`src/rail_ctrl_pkg.sv`:
```
// Constants and carrier types for the rail switch and second core converter control bank
// Function
// - Charge pump policy 0 keeps the charge pump running always, even with all switches open.
// - Policy 1 starts the pump before the first close, stops it after last open.
// - Bit 6 turns the core external switch controller into an internal switch.
// - Slew field 5:4 caps closing slew: 1, 5, 10 mV/us or unlimited.
// - Pin-selected peripheral switch closes on passive-to-active, opens on active-to-passive.
// - Pin-selected core switch closes on passive-to-active, opens on active-to-passive.
// - Pin select codes: 00 none, 01 pin 1, 10 pin 2, 11 pin 13.
// - Voltage pin select 6:5 ramps to setting A on rise, setting B on fall.
// - Code 00 in enable or voltage select leaves that function to the sequencer.
// - Bit 3 is the sequencer target for enable bit 0; bit 0 switches converter.
// - Pin select 2:1 enables converter on passive-to-active, disables on active-to-passive.
// - Second converter control has no effect while core converters run dual-phase.
package rail_ctrl_pkg;

	// Register indices; byte address is four times the index
	localparam logic [5:0] RAIL_SWITCH_CONTROL_IDX = 6'h1F;
	localparam logic [5:0] CORE2_CONVERTER_CONTROL_IDX = 6'h20;
	localparam logic [5:0] RAIL_STATUS_IDX = 6'h30;
	localparam logic [5:0] PIN_POLARITY_IDX = 6'h31;

	// Reset values
	localparam logic [7:0] RAIL_SWITCH_CONTROL_RST = 8'h00;
	localparam logic [7:0] CORE2_CONVERTER_CONTROL_RST = 8'h00;
	localparam logic [2:0] PIN_POLARITY_RST = 3'h7;

	// Field positions of rail_switch_control
	localparam int CHARGE_PUMP_POLICY_BIT = 7;
	localparam int CORE_SWITCH_INTERNAL_BIT = 6;
	localparam int RAIL_SWITCH_SLEW_LSB = 4;
	localparam int PERIPHERAL_PIN_SEL_LSB = 2;
	localparam int CORE_PIN_SEL_LSB = 0;

	// Field positions of core2_converter_control
	localparam int BUCK2_VOLTAGE_PIN_SEL_LSB = 5;
	localparam int BUCK2_SEQUENCER_TARGET_BIT = 3;
	localparam int BUCK2_ENABLE_PIN_SEL_LSB = 1;
	localparam int BUCK2_ON_BIT = 0;

	// Pin select codes
	localparam logic [1:0] PIN_SEL_NONE = 2'h0;
	localparam logic [1:0] PIN_SEL_GP1 = 2'h1;
	localparam logic [1:0] PIN_SEL_GP2 = 2'h2;
	localparam logic [1:0] PIN_SEL_GP13 = 2'h3;

	// Charge pump policy codes
	localparam logic CHARGE_PUMP_STATIC = 1'b0;
	localparam logic CHARGE_PUMP_AUTO = 1'b1;

	// AXI responses
	localparam logic [1:0] AXI_OKAY = 2'h0;
	localparam logic [1:0] AXI_SLVERR = 2'h2;

	// Charge pump settle time before a switch may close
	localparam int CLK_PERIOD_PS = 8000;
	localparam int CP_SETTLE_NS = 1000;
	localparam int CP_SETTLE_CYCLES = (CP_SETTLE_NS * 1000 + CLK_PERIOD_PS - 1) / CLK_PERIOD_PS;

	// Edge events of the three general pins, index 0 pin 1, 1 pin 2, 2 pin 13
	typedef struct packed {
		logic [2:0] rise;
		logic [2:0] fall;
	} pin_events_t;

endpackage

```
`src/pin_edge_detect.sv`:
```
// Pin synchroniser with polarity and passive/active edge detection
`timescale 1ns/1ps
module pin_edge_detect
	import rail_ctrl_pkg::*;
(
	input wire logic aclk,
	input wire logic aresetn,
	input wire logic [2:0] pins_raw,
	input wire logic [2:0] active_high,
	output pin_events_t events
);

	typedef struct packed {
		logic [2:0] sync1;
		logic [2:0] sync2;
		logic [2:0] active;
		logic [1:0] warm;
		pin_events_t ev;
	} edge_state_t;

	edge_state_t s_r;
	edge_state_t s_nxt;
	logic [2:0] act_now;

	// Two stages, then polarity, then edge compare
	always_comb begin
		s_nxt = s_r;
		s_nxt.sync1 = pins_raw;
		s_nxt.sync2 = s_r.sync1;
		act_now = ~(s_r.sync2 ^ active_high);
		s_nxt.active = act_now;
		// Edges held off until both stages carry real pin levels, no false edge after reset
		s_nxt.warm = (s_r.warm == 2'h3) ? s_r.warm : s_r.warm + 2'h1;
		s_nxt.ev.rise = (s_r.warm == 2'h3) ? (act_now & ~s_r.active) : 3'h0;
		s_nxt.ev.fall = (s_r.warm == 2'h3) ? (~act_now & s_r.active) : 3'h0;
	end

	// State register
	always_ff @(posedge aclk) begin
		if (!aresetn) begin
			s_r <= '0;
		end else begin
			s_r <= s_nxt;
		end
	end

	assign events = s_r.ev;

endmodule

```
`src/rail_switch_and_core2_buck_ctrl.sv`:
```
// Rail switch and second core converter control registers behind an AXI4-Lite slave
//
// The implementer's own choice: the AXI4-Lite register port.
`timescale 1ns/1ps
module rail_switch_and_core2_buck_ctrl
	import rail_ctrl_pkg::*;
#(
	parameter int ADDR_W = 8,
	parameter int CP_SETTLE = CP_SETTLE_CYCLES
)(
	input wire logic aclk,
	input wire logic aresetn,
	// AXI4-Lite slave
	input wire logic [ADDR_W-1:0] s_axi_awaddr,
	input wire logic [2:0] s_axi_awprot,
	input wire logic s_axi_awvalid,
	output logic s_axi_awready,
	input wire logic [31:0] s_axi_wdata,
	input wire logic [3:0] s_axi_wstrb,
	input wire logic s_axi_wvalid,
	output logic s_axi_wready,
	output logic [1:0] s_axi_bresp,
	output logic s_axi_bvalid,
	input wire logic s_axi_bready,
	input wire logic [ADDR_W-1:0] s_axi_araddr,
	input wire logic [2:0] s_axi_arprot,
	input wire logic s_axi_arvalid,
	output logic s_axi_arready,
	output logic [31:0] s_axi_rdata,
	output logic [1:0] s_axi_rresp,
	output logic s_axi_rvalid,
	input wire logic s_axi_rready,
	// General pins 1, 2 and 13, asynchronous
	input wire logic general_pin_1,
	input wire logic general_pin_2,
	input wire logic general_pin_13,
	// Same-clock controls from the sequencer and neighbouring logic
	input wire logic sequencer_apply,
	input wire logic sequencer_voltage_b,
	input wire logic peripheral_switch_sw_close,
	input wire logic core_switch_sw_close,
	input wire logic dual_phase_mode,
	// Power stage controls
	output logic charge_pump_on,
	output logic peripheral_rail_switch_closed,
	output logic core_rail_switch_closed,
	output logic core_switch_internal_select,
	output logic [1:0] rail_switch_slew,
	output logic buck2_on,
	output logic buck2_voltage_b_select
);

	// Elaboration checks
	initial begin
		if (ADDR_W < 8 || ADDR_W > 32) begin
			$error("ADDR_W must lie between 8 and 32");
		end
		if (CP_SETTLE < 1 || CP_SETTLE > 255) begin
			$error("CP_SETTLE must lie between 1 and 255");
		end
	end

	typedef struct packed {
		logic awready;
		logic wready;
		logic aw_full;
		logic [ADDR_W-1:0] aw_addr;
		logic w_full;
		logic [7:0] w_data;
		logic w_lane0;
		logic bvalid;
		logic [1:0] bresp;
		logic arready;
		logic rvalid;
		logic [1:0] rresp;
		logic [7:0] rdata;
		logic [7:0] swc;
		logic [7:0] b2c;
		logic [2:0] polarity;
		logic peri_want;
		logic core_want;
		logic peri_closed;
		logic core_closed;
		logic cp_on;
		logic [7:0] cp_cnt;
		logic volt_b;
		logic b2_on;
	} ctrl_state_t;

	ctrl_state_t s_r;
	ctrl_state_t s_nxt;
	pin_events_t ev;
	logic cp_ready;
	logic peri_rise;
	logic peri_fall;
	logic core_rise;
	logic core_fall;
	logic b2_rise;
	logic b2_fall;
	logic v_rise;
	logic v_fall;
	logic [1:0] peri_sel;
	logic [1:0] core_sel;
	logic [1:0] b2_sel;
	logic [1:0] v_sel;

	// Picks the event of the pin a select code names
	function automatic logic pick_pin(input logic [1:0] sel, input logic [2:0] vec);
		logic r;
		r = 1'b0;
		case (sel)
			PIN_SEL_NONE: r = 1'b0;
			PIN_SEL_GP1: r = vec[0];
			PIN_SEL_GP2: r = vec[1];
			PIN_SEL_GP13: r = vec[2];
			default: r = 1'b0;
		endcase
		return r;
	endfunction

	// Register index of a byte address
	function automatic logic [5:0] reg_index(input logic [ADDR_W-1:0] addr);
		logic [5:0] idx;
		idx = 6'h00;
		if (addr[1:0] == 2'h0 && (addr >> 8) == '0) begin
			idx = addr[7:2];
		end else begin
			idx = 6'h3F;
		end
		return idx;
	endfunction

	// Readback of a register index, valid flag in bit 8
	function automatic logic [8:0] read_reg(input logic [5:0] idx, input ctrl_state_t st, input logic dual);
		logic [8:0] r;
		r = 9'h000;
		case (idx)
			RAIL_SWITCH_CONTROL_IDX: r = {1'b1, st.swc};
			CORE2_CONVERTER_CONTROL_IDX: r = {1'b1, st.b2c};
			RAIL_STATUS_IDX: r = {1'b1, 3'h0, dual, st.volt_b, st.cp_on, st.core_closed, st.peri_closed};
			PIN_POLARITY_IDX: r = {1'b1, 5'h00, st.polarity};
			default: r = 9'h000;
		endcase
		return r;
	endfunction

	// Pin synchronisers and edge detection
	pin_edge_detect u_pins (
		.aclk(aclk),
		.aresetn(aresetn),
		.pins_raw({general_pin_13, general_pin_2, general_pin_1}),
		.active_high(s_r.polarity),
		.events(ev)
	);

	// Select decoding of the four pin-controlled functions
	always_comb begin
		peri_sel = s_r.swc[PERIPHERAL_PIN_SEL_LSB +: 2];
		core_sel = s_r.swc[CORE_PIN_SEL_LSB +: 2];
		b2_sel = s_r.b2c[BUCK2_ENABLE_PIN_SEL_LSB +: 2];
		v_sel = s_r.b2c[BUCK2_VOLTAGE_PIN_SEL_LSB +: 2];
		peri_rise = pick_pin(peri_sel, ev.rise);
		peri_fall = pick_pin(peri_sel, ev.fall);
		core_rise = pick_pin(core_sel, ev.rise);
		core_fall = pick_pin(core_sel, ev.fall);
		b2_rise = pick_pin(b2_sel, ev.rise);
		b2_fall = pick_pin(b2_sel, ev.fall);
		v_rise = pick_pin(v_sel, ev.rise);
		v_fall = pick_pin(v_sel, ev.fall);
		cp_ready = s_r.cp_on && (s_r.cp_cnt == 8'(CP_SETTLE));
	end

	// Next state of bus slave and control
	always_comb begin
		logic [8:0] rd;
		logic [5:0] widx;
		rd = 9'h000;
		widx = 6'h00;
		s_nxt = s_r;

		// Read channel, answer one cycle after address taken
		if (s_r.arready && s_axi_arvalid) begin
			rd = read_reg(reg_index(s_axi_araddr), s_r, dual_phase_mode);
			s_nxt.arready = 1'b0;
			s_nxt.rvalid = 1'b1;
			s_nxt.rdata = rd[7:0];
			s_nxt.rresp = rd[8] ? AXI_OKAY : AXI_SLVERR;
		end else if (s_r.rvalid && s_axi_rready) begin
			s_nxt.rvalid = 1'b0;
			s_nxt.arready = 1'b1;
		end

		// Write address and data taken in either order
		if (s_r.awready && s_axi_awvalid) begin
			s_nxt.awready = 1'b0;
			s_nxt.aw_full = 1'b1;
			s_nxt.aw_addr = s_axi_awaddr;
		end
		if (s_r.wready && s_axi_wvalid) begin
			s_nxt.wready = 1'b0;
			s_nxt.w_full = 1'b1;
			s_nxt.w_data = s_axi_wdata[7:0];
			s_nxt.w_lane0 = s_axi_wstrb[0];
		end

		// Perform the write once both halves are held
		if (s_r.aw_full && s_r.w_full && !s_r.bvalid) begin
			widx = reg_index(s_r.aw_addr);
			s_nxt.aw_full = 1'b0;
			s_nxt.w_full = 1'b0;
			s_nxt.bvalid = 1'b1;
			s_nxt.bresp = AXI_OKAY;
			case (widx)
				RAIL_SWITCH_CONTROL_IDX: begin
					if (s_r.w_lane0) begin
						s_nxt.swc = s_r.w_data;
					end
				end
				CORE2_CONVERTER_CONTROL_IDX: begin
					if (s_r.w_lane0) begin
						s_nxt.b2c = s_r.w_data;
					end
				end
				PIN_POLARITY_IDX: begin
					if (s_r.w_lane0) begin
						s_nxt.polarity = s_r.w_data[2:0];
					end
				end
				RAIL_STATUS_IDX: s_nxt.bresp = AXI_OKAY;
				default: s_nxt.bresp = AXI_SLVERR;
			endcase
		end else if (s_r.bvalid && s_axi_bready) begin
			s_nxt.bvalid = 1'b0;
			s_nxt.awready = 1'b1;
			s_nxt.wready = 1'b1;
		end

		// Peripheral switch request: pin edges or software level
		if (peri_sel != PIN_SEL_NONE) begin
			if (peri_rise) begin
				s_nxt.peri_want = 1'b1;
			end else if (peri_fall) begin
				s_nxt.peri_want = 1'b0;
			end
		end else begin
			s_nxt.peri_want = peripheral_switch_sw_close;
		end

		// Core switch request: pin edges or software level
		if (core_sel != PIN_SEL_NONE) begin
			if (core_rise) begin
				s_nxt.core_want = 1'b1;
			end else if (core_fall) begin
				s_nxt.core_want = 1'b0;
			end
		end else begin
			s_nxt.core_want = core_switch_sw_close;
		end

		// Charge pump policy
		if (s_r.swc[CHARGE_PUMP_POLICY_BIT] == CHARGE_PUMP_STATIC) begin
			s_nxt.cp_on = 1'b1;
		end else if (s_r.peri_want || s_r.core_want) begin
			s_nxt.cp_on = 1'b1;
		end else if (!s_r.peri_closed && !s_r.core_closed) begin
			s_nxt.cp_on = 1'b0;
		end

		// Settle counter, restarts whenever the pump stops
		if (!s_r.cp_on) begin
			s_nxt.cp_cnt = 8'h00;
		end else if (s_r.cp_cnt != 8'(CP_SETTLE)) begin
			s_nxt.cp_cnt = s_r.cp_cnt + 8'h01;
		end

		// Switches close only on a settled pump, open at once
		s_nxt.peri_closed = s_r.peri_want && (s_r.peri_closed || cp_ready);
		s_nxt.core_closed = s_r.core_want && (s_r.core_closed || cp_ready);

		// Second core converter, frozen in dual-phase mode
		if (!dual_phase_mode) begin
			if (b2_sel != PIN_SEL_NONE) begin
				if (b2_rise) begin
					s_nxt.b2c[BUCK2_ON_BIT] = 1'b1;
				end else if (b2_fall) begin
					s_nxt.b2c[BUCK2_ON_BIT] = 1'b0;
				end
			end else if (sequencer_apply) begin
				s_nxt.b2c[BUCK2_ON_BIT] = s_r.b2c[BUCK2_SEQUENCER_TARGET_BIT];
			end
			if (v_sel != PIN_SEL_NONE) begin
				if (v_rise) begin
					s_nxt.volt_b = 1'b0;
				end else if (v_fall) begin
					s_nxt.volt_b = 1'b1;
				end
			end else if (sequencer_apply) begin
				s_nxt.volt_b = sequencer_voltage_b;
			end
			// Enable follows the register only outside dual-phase, writes included
			s_nxt.b2_on = s_nxt.b2c[BUCK2_ON_BIT];
		end
	end

	// State register
	always_ff @(posedge aclk) begin
		if (!aresetn) begin
			s_r <= '0;
			s_r.awready <= 1'b1;
			s_r.wready <= 1'b1;
			s_r.arready <= 1'b1;
			s_r.swc <= RAIL_SWITCH_CONTROL_RST;
			s_r.b2c <= CORE2_CONVERTER_CONTROL_RST;
			s_r.polarity <= PIN_POLARITY_RST;
		end else begin
			s_r <= s_nxt;
		end
	end

	// Bus outputs straight from state
	assign s_axi_awready = s_r.awready;
	assign s_axi_wready = s_r.wready;
	assign s_axi_bvalid = s_r.bvalid;
	assign s_axi_bresp = s_r.bresp;
	assign s_axi_arready = s_r.arready;
	assign s_axi_rvalid = s_r.rvalid;
	assign s_axi_rresp = s_r.rresp;
	assign s_axi_rdata = {24'h000000, s_r.rdata};

	// Power stage outputs straight from state
	assign charge_pump_on = s_r.cp_on;
	assign peripheral_rail_switch_closed = s_r.peri_closed;
	assign core_rail_switch_closed = s_r.core_closed;
	assign core_switch_internal_select = s_r.swc[CORE_SWITCH_INTERNAL_BIT];
	assign rail_switch_slew = s_r.swc[RAIL_SWITCH_SLEW_LSB +: 2];
	assign buck2_on = s_r.b2_on;
	assign buck2_voltage_b_select = s_r.volt_b;

endmodule

```
`config.mk`:
```
export PLATFORM = sky130hd
export DESIGN_NAME = rail_switch_and_core2_buck_ctrl
export DESIGN_NICKNAME = d
export VERILOG_FILES = /design/src/rail_ctrl_pkg.sv /design/src/pin_edge_detect.sv /design/src/rail_switch_and_core2_buck_ctrl.sv
export SDC_FILE = /design/constraint.sdc
export NUM_CORES = 1
export LEC_CHECK = 0
export BUFFER_PORTS_ARGS = -buffer_cell sky130_fd_sc_hd__buf_2
export CAP_MARGIN = 20
export CORE_MARGIN = 8
export CORE_UTILIZATION = 55
export DETAILED_ROUTE_END_ITERATION = 6
export GPL_TIMING_DRIVEN = 0
export PLACE_DENSITY = 0.85
export SLEW_MARGIN = 25
export SYNTH_ARGS = -nofsm -noshare
export SYNTH_HDL_FRONTEND = slang
export SYNTH_SLANG_ARGS = --single-unit
export TNS_END_PERCENT = 10
```
`constraint.sdc`:
```
create_clock -name aclk -period 3.6 [get_ports aclk]
set_input_delay 0.72 -clock aclk [delete_from_list [all_inputs] [get_ports aclk]]
set_output_delay 0.72 -clock aclk [all_outputs]
set_load 0.01 [all_outputs]
```
**After elaboration in Yosys (flattened, before gate mapping)**

Cells that the tools add are included.

- $add $sub $neg: 2
- $mul: 0
- Div/mod/pow operators: 0
- $lt $le $gt $ge: 0
- Equality and inequality tests: 27
- Shifts and indexed selects: 0
- Muxes and demuxes: 47
- Bitwise logic cells: 8
- Reductions and logical operators: 38

Operators with widths:

| kind | count |
|---|---|
| 6-bit equality test (second input constant) | 6 |
| 9-bit case mux with 4 select lines | 1 |
| 1-bit case mux with 4 select lines | 8 |
| 1-bit 2-to-1 mux | 24 |
| 6-bit 2-to-1 mux | 4 |
| 2-bit equality test (second input constant) | 9 |
| 2-bit nonzero test | 7 |
| 6-bit by 5-bit equality test with 1-bit output (second input constant) | 2 |
| 2-bit logical NOT | 6 |
| 2-bit 2-to-1 mux | 6 |
| 3-bit AND reduction | 4 |
| 1-bit logical AND | 11 |
| 9-bit 2-to-1 mux | 1 |
| 3-bit != test (second input constant) | 3 |
| 3-bit NOT | 3 |
| 8-bit by 1-bit adder with 8-bit output (second input constant) | 1 |
| 2-bit by 1-bit equality test with 1-bit output (second input constant) | 4 |
| 8-bit by 7-bit equality test with 1-bit output (second input constant) | 1 |
| 8-bit by 7-bit != test with 1-bit output (second input constant) | 1 |
| 3-bit bitwise AND | 2 |
| 3-bit 2-to-1 mux | 2 |
| 4-bit 2-to-1 mux | 1 |
| 2-bit AND reduction | 2 |
| 4-bit OR reduction | 1 |
| other kinds (7) | 12 |

- Flip-flop bits (word level): 87
- Bits in latches: 0
- RAM bits: 0
- ROM bits: 0
- Output and inout bits: 49
- Logic and storage cells: 153
- Memories kept: 0

**Logic depth before layout (Yosys ltp)**

Gate-level depths: netlist (run 1).

- Depth in word-level cells: 10
- Depth in mapped cells: 6
- Mapped depth without buffers: 6

**By module**

A second synthesis (run 1) with hierarchy kept.

- Cell total of the unflattened synthesis: 438
- Area, all modules: 3,876.2 um2

By module, submodules not included:

| module | times used | cells an instance | area an instance (um2) | sequential area each (um2) |
|---|---|---|---|---|
| rail_switch_and_core2_buck_ctrl | 1 | 389 | 3,329.4 | 1,361.3 |
| pin_edge_detect | 1 | 49 | 546.8 | 340.3 |

**Worst setup path before layout (run 1)**

No wires, ideal clock.

- Path type: in2reg
- From: in s_axi_araddr[5]
- To: reg s_r, in the netlist s_axi_rdata[3]
- Library setup time: 0.069 ns
- Arrival: 1.863 ns
- Data required time: 3.531 ns
- Slack: 1.668 ns
- Stages on the path: 5
- Path buffers: 0
- Cells stage by stage: nor4b_2 nand2_1 a221o_1 or2_4 o21ai_1

- Longest elaborated chain between the ends: 5
- Elaborated cells between the ends (all ways): 8
- Classes of those cells: 4 x eq/ne; 4 x mux

RTL lines:

| element | line | text |
|---|---|---|
| start: declaration | rail_switch_and_core2_buck_ctrl.sv:25 | `input wire logic [ADDR_W-1:0] s_axi_araddr,` |
| 6-bit 2-to-1 mux (*) | rail_switch_and_core2_buck_ctrl.sv:125 | `if (addr[1:0] == 2'h0 && (addr >> 8) == '0) begin` |
| 6-bit 2-to-1 mux (*) | rail_switch_and_core2_buck_ctrl.sv:182 | `if (s_r.arready && s_axi_arvalid) begin` |
| 6-bit equality test / 6-bit by 5-bit equality test with 1-bit output (equally long branches) | rail_switch_and_core2_buck_ctrl.sv:137 | `case (idx)` |
| 9-bit case mux with 4 select lines (*) | rail_switch_and_core2_buck_ctrl.sv:137 |  |
| 9-bit 2-to-1 mux (*) | rail_switch_and_core2_buck_ctrl.sv:182 |  |
| end signal: assignment | rail_switch_and_core2_buck_ctrl.sv:316 | `s_r <= s_nxt;` |
| end: declaration | rail_switch_and_core2_buck_ctrl.sv:90 | `ctrl_state_t s_r;` |

Mark *: on every way between the ends. The rest lies on a longest branch, timed or not. The select of a mux whose other input is x is not followed.
A chain may end at the register's enable or synchronous reset.

**Final worst setup path (run 1)**

- From: in s_axi_araddr[5]
- To: reg s_r, in the netlist s_axi_rdata[1]

Same word-level chain as after synthesis.

==> results.json, run 1 <==
{
  "cts.sinks": 85,
  "yosys_warnings": 0,
  "postRouteAntennaNets": 0,
  "cts_setup_buffers": 0,
  "avgSynthCellArea_um2": 8.92,
  "clock_path_buffers": 2,
  "critical_path_required_ns": 3.88,
  "num_rows": 30,
  "initial_core_util_pct": 56.6,
  "root_buffer": "clkbuf_8",
  "synth-async-reset-ratio_pct": 0,
  "final_util_pct": 67.4,
  "hold_viol": 0,
  "synth_edf_count": 0,
  "yosysUniqueCellTypes": 52,
  "wl_per_cell_um": 13.6,
  "num-fill-cells": 559,
  "cp_max_fo": 6,
  "path_clk_slew_ns": 0.08,
  "setup_viol": 0,
  "worst-setup-path-type": "in2reg",
  "gp_congestion": 0.853,
  "min-delay-start": "u_pins.s_r[9]",
  "cts_resized": 0,
  "final_layout_size_suffix_gt1_share_pct": 23.8,
  "cts_tree": "yes",
  "instances_no_fill": 629,
  "grt_pass1_wl_um": 14300,
  "post_drt_via_cell_ratio": 5.17,
  "cp-start-kind": "input pin",
  "core_um2": 6790,
  "crit_slowest_cell": "a221o_1",
  "die_area_um2": 9920,
  "syn_area_um2": 3840,
  "drt_wl_total_um": 8580,
  "reg2reg_setup_slack_ns": 1.74,
  "period_minus_slack_ns": 1.90,
  "route.detailed.drc": 0,
  "reg2reg_depth": 5,
  "cts_buffers": 9,
  "final_nets": 604,
  "htreeDepth": 3,
  "ys_seq_area_share_pct": 44.3,
  "grt_max_degree": 15,
  "netlist.area_leader.share_pct": 44.3,
  "antenna_found_initial": 0,
  "diodes": 0,
  "placedCellCount": 613,
  "clock.fmax_ghz": 0.526,
  "die_y_um": 99.6,
  "drv_slew": 0,
  "design_area_um2": 4580,
  "powerDensity_nw_per_um2": 414,
  "p_leak_nw": 1.98,
  "clk_latency_ns": 0.35,
  "ys.flop_type": "dfxtp_1",
  "critPathArrivalTime_ns": 2.18,
  "detailed_place_hpwl_um": 6440,
  "rr_endpoint": "core_sel[0]",
  "min_path_cells": 1,
  "netlist_top_cells_area": "dfxtp_1 (44%), mux2i_1 (8.1%), buf_4 (8.0%)",
  "place_ws_ns": 1.34,
  "overflow": 0,
  "path_cells": "buf_2 -> nor4b_2 -> nand2_1 -> a221o_1 -> or2_4 -> o21ai_1",
  "cp-end-kind": "flop",
  "tightest_slew_ns": 0.769,
  "setup_ws_ns": 1.70,
  "holdBufCountCts": 0,
  "cap_violations": 0,
  "port_buffers": 61,
  "drt_iter0_drc": 202,
  "grt_pass1_vias": 3151,
  "critPathTopFamily": "simple AND/OR/NAND/NOR gates",
  "io_pins": 122,
  "vias": 3250,
  "first_pass_iters": 5,
  "grt_setup_unrepaired": "no",
  "slew-limit-headroom_pct": 48.4,
  "fin_skew_ns": 0.00859,
  "yosysTopAreaCell": "dfxtp_1",
  "crit_buf_inv": 1,
  "status": "finished, final reports clean",
  "synth_cells": 431,
  "fin_crit_sh_pct": 52.8,
  "min_to": "u_pins.events[4]",
  "place_area_um2": 4360,
  "track_usage_pct": 17.6,
  "die_w_um": 99.6,
  "r2r_start": "s_axi_bvalid",
  "peakVddDrop_mv": 0.299,
  "fin_tns_setup_ns": 0,
  "syn2layout_area_growth_pct": 19.2,
  "cpPeakStageDelay_ns": 0.41,
  "hold_path_class": "reg2reg",
  "synth-seq-cells": 85
}
[state kept, by name (all words and copies together) (netlist names), 2 cells and up]
name / cells
core_sel: 2
b2_sel: 2
rail_switch_slew: 2
s_axi_rdata: 8
u_pins.s_r: 8
peri_sel: 2
s_r: 39
u_pins.events: 6
u_pins.s_nxt: 3
[how the worst max path moves through the flow]
| stage | startpoint | to | cells after the start |
|---|---|---|---|
| after global placement | s_axi_araddr[5] | s_axi_rdata[2] | 6 |
| after detailed placement | s_axi_araddr[5] | s_axi_rdata[1] | 6 |
| after floorplan | s_axi_araddr[5] | s_axi_rdata[3] | 5 |
| final | s_axi_araddr[5] | s_axi_rdata[1] | 6 |
| after CTS | s_axi_araddr[5] | s_axi_rdata[1] | 6 |
| after global routing | s_r[62] | buck2_on | 6 |
[cells in the mapped netlist (all sizes together) (2+ instances only)]
cell and n:
o211ai 2, clkbuf 11, dfxtp 85, a22oi 3, mux2i 31, a21oi 39, and3 5, a21o 3
and2 11, a211oi 4, nand2b 3, nand3 16, ha 3, xnor2 2, nand4 5, o21ai 11
nor4b 2, a311oi 2, buf 45, and4b 2, nor2b 2, mux4 2, nand2 52, nor3 7
xor2 7, o32a 3, a31oi 4, nand4b 2, nor2 36, inv 15, nand3b 2
[layer usage]
layer / routed length, um / share of wire [%] / GRT usage, % / vias to the layer above
met2: 3920 / 46 / 28.9 / 131
met1: 3610 / 42 / 20.2 / 1472
met3: 816 / 9.5 / 5.31 / 21
li1: - / - / - / 1626
met5: 0 / 0 / 0 / -
met4: 233 / 2.7 / 9.43 / 0
[cell type report]
cell class                      count  area (um^2)  area share [%]
Multi-Input combinational cell    300         1800            39.2
Sequential cell                    85         1700            37.1
Buffer                             56          380            8.30
Timing Repair Buffer               61          305            6.66
Clock buffer                       12          165            3.60
Tap cell                           96          120            2.62
Inverter                           15         56.3            1.23
Clock inverter                      4         55.1            1.20
[cells in the final DEF (no fill, tap or decap), drive strengths merged, types with 7 or more instances in the layout]
cell type | netlist | routed
nand3 | 16 | 16
nor3 | 7 | 7
clkbuf | 11 | 23
a21oi | 39 | 39
buf | 45 | 106
dfxtp | 85 | 85
mux2i | 31 | 31
inv | 15 | 15
conb | 1 | 26
nand2 | 52 | 52
and2 | 11 | 11
nor2 | 36 | 36
xor2 | 7 | 7
o21ai | 11 | 11
[power breakdown]
group / internal [W] / switching, W
Combinational: 0.0000824 / 0.0000989
Sequential: 0.000972 / 0.0000262
Clock: 0.000380 / 0.000337
[metrics by stage]
stage	total power, W	hold WS [ns]
finish	0.00190	0.412
global route	0.00197	0.430
CTS	0.00190	0.412
detailed placement	0.00120	0.401
global placement	0.00119	0.398
floorplan	0.00114	0.392
[cell families after synthesis]
family                     Yosys count  share of synthesized area (%)
AOI/OAI and AO/OA                   79                           12.7
xor gates and xnor gates             9                           2.05
adders and majority gates            3                          0.977
buffers and inverters               71                           11.4
DFF                                 85                           44.3
muxes                               33                           9.25
other                                1                         0.0976
and+or+nand+nor                    150                           19.3
(Power assumes the default switching activity.)
==> run 2, diff against run 1 <==
- CORE_UTILIZATION: 55 -> 51
- PLACE_DENSITY: 0.85 -> 0.8
- clock period: 3.6 -> 1.8 ns (I/O delays scaled with it)
==> results.json, run 2 (synthesized netlist as in run 1, its figures left out) <==
{
  "core_um2": 7290,
  "cp-start-kind": "flop",
  "r2r_start": "s_r[62]",
  "num_rows": 31,
  "io_pins": 122,
  "powerDensity_nw_per_um2": 770,
  "final_layout_size_suffix_gt1_share_pct": 23.5,
  "hold_slack_ns": 0.216,
  "antenna_found_initial": 0,
  "slew-limit-headroom_pct": 61.4,
  "worst-setup-path-type": "reg2reg",
  "largest_register_ffs": 39,
  "fin_tns_setup_ns": 0,
  "first_pass_iters": 5,
  "cts_buffers": 9,
  "track_usage_pct": 16.7,
  "initial_core_util_pct": 52.7,
  "clock.fmax_ghz": 0.582,
  "cts_tree": "yes",
  "drt_iter0_drc": 97,
  "status": "finished, final reports clean",
  "final-seq-area_um2": 1700,
  "htreeDepth": 3,
  "diodes": 0,
  "multi_input_area_um2": 1800,
  "layout_common_cells": "dfxtp_1 (85), buf_2 (61), nand2_1 (52), buf_4 (42), a21oi_1 (39)",
  "min-delay-start": "s_axi_wvalid",
  "critPathArrivalTime_ns": 1.94,
  "drt_wl_total_um": 8590,
  "root_buffer": "clkbuf_8",
  "cp-end-kind": "flop",
  "clock_path_buffers": 2,
  "holdBufCountCts": 0,
  "peakVddDrop_mv": 0.478,
  "grt_max_degree": 13,
  "die_w_um": 103,
  "overflow": 0,
  "syn2layout_area_growth_pct": 18.5,
  "grt_pass1_vias": 3019,
  "detailed_place_hpwl_um": 6710,
  "die_area_um2": 10600,
  "cts.sinks": 85,
  "num-fill-cells": 622,
  "final_common_cell": "dfxtp_1",
  "cp_max_fo": 10,
  "p_leak_nw": 1.97,
  "regMostFlops": "s_r",
  "die_y_um": 103,
  "fin_skew_ns": 0.0101,
  "crit_start": "s_r[62]",
  "cap_violations": 0,
  "clk_latency_ns": 0.35,
  "port_buffers": 61,
  "hold_path_class": "in2reg",
  "route.detailed.drc": 0,
  "period_minus_slack_ns": 1.72,
  "setup_viol": 0,
  "hold_viol": 0,
  "wl_per_cell_um": 13.6,
  "drv_slew": 0,
  "critical_path_required_ns": 2.03,
  "grt_pass1_wl_um": 13900,
  "gp_congestion": 0.854,
  "grt_setup_unrepaired": "yes",
  "vias": 3147,
  "path_clk_slew_ns": 0.08,
  "p_total_w": 0.00351,
  "post_drt_via_cell_ratio": 4.98,
  "final_nets": 605,
  "tightest_slew_ns": 0.579,
  "fin_crit_sh_pct": 95.4,
  "postRouteAntennaNets": 0
}
run 2: worst paths after layout:
path | slack, ns | cells after the start | to
max | 0.08 | 6 | buck2_on
min | 0.22 | 2 | s_axi_wready
max reg2reg | 0.08 | 6 | buck2_on
min reg2reg | 0.41 | 1 | u_pins.events[4]
run 2: layer usage:
| metal | global-route usage (%) | part of all wire [%] | up-vias |
|---|---|---|---|
| met2 | 28.2 | 46 | 110 |
| met4 | 6.45 | 1.4 | 0 |
| met5 | 0 | 0 | - |
| met3 | 3.98 | 8.9 | 12 |
| li1 | - | - | 1626 |
| met1 | 20.1 | 43 | 1399 |
run 2: what timing repair did:
item	in CTS	in global routing
buffers inserted	0	1
setup endpoints to repair	2	10
gates cloned	0	0
pin swaps	0	1
gates resized for setup	1	2
run 2: cell type report:
class | count | area share (%)
multi-input cells | 300 | 39.6
flip-flops and latches | 85 | 37.4
plain buffers | 56 | 8.41
repair buffers | 62 | 7.14
clock buffers | 13 | 3.27
well taps | 99 | 2.72
inverters | 15 | 1.24
clock inverters | 2 | 0.220
run 2: metrics by stage:
stage | setup WS, ns | area [um^2] | util [%] | cells
2_1_floorplan | 0.220 | 3940 | - | 456
3_3_place_gp | -0.0487 | 4370 | 59.9 | 616
3_5_place_dp | -0.0831 | 4370 | 59.9 | 616
4_1_cts | 0.00617 | 4530 | 62.1 | 631
5_1_grt | -0.0126 | 4550 | 62.4 | 632
6_report | 0.0819 | 4550 | 62.4 | 632
run 2: power by group:
group	leakage, nW	internal [W]	switching (W)	total, W
logic	1.19	0.000165	0.000197	0.000363
registers	0.693	0.00195	0.0000541	0.00200
clock network	0.0833	0.000529	0.000614	0.00114
run 2: critical path: stages, from the launching register on:
cell and delay [ns]:
dfxtp_1 0.34, nor4b_2 0.37, nand4_1 0.28, buf_4 0.27
nand3b_1 0.09, o311a_1 0.20, nor3_1 0.06
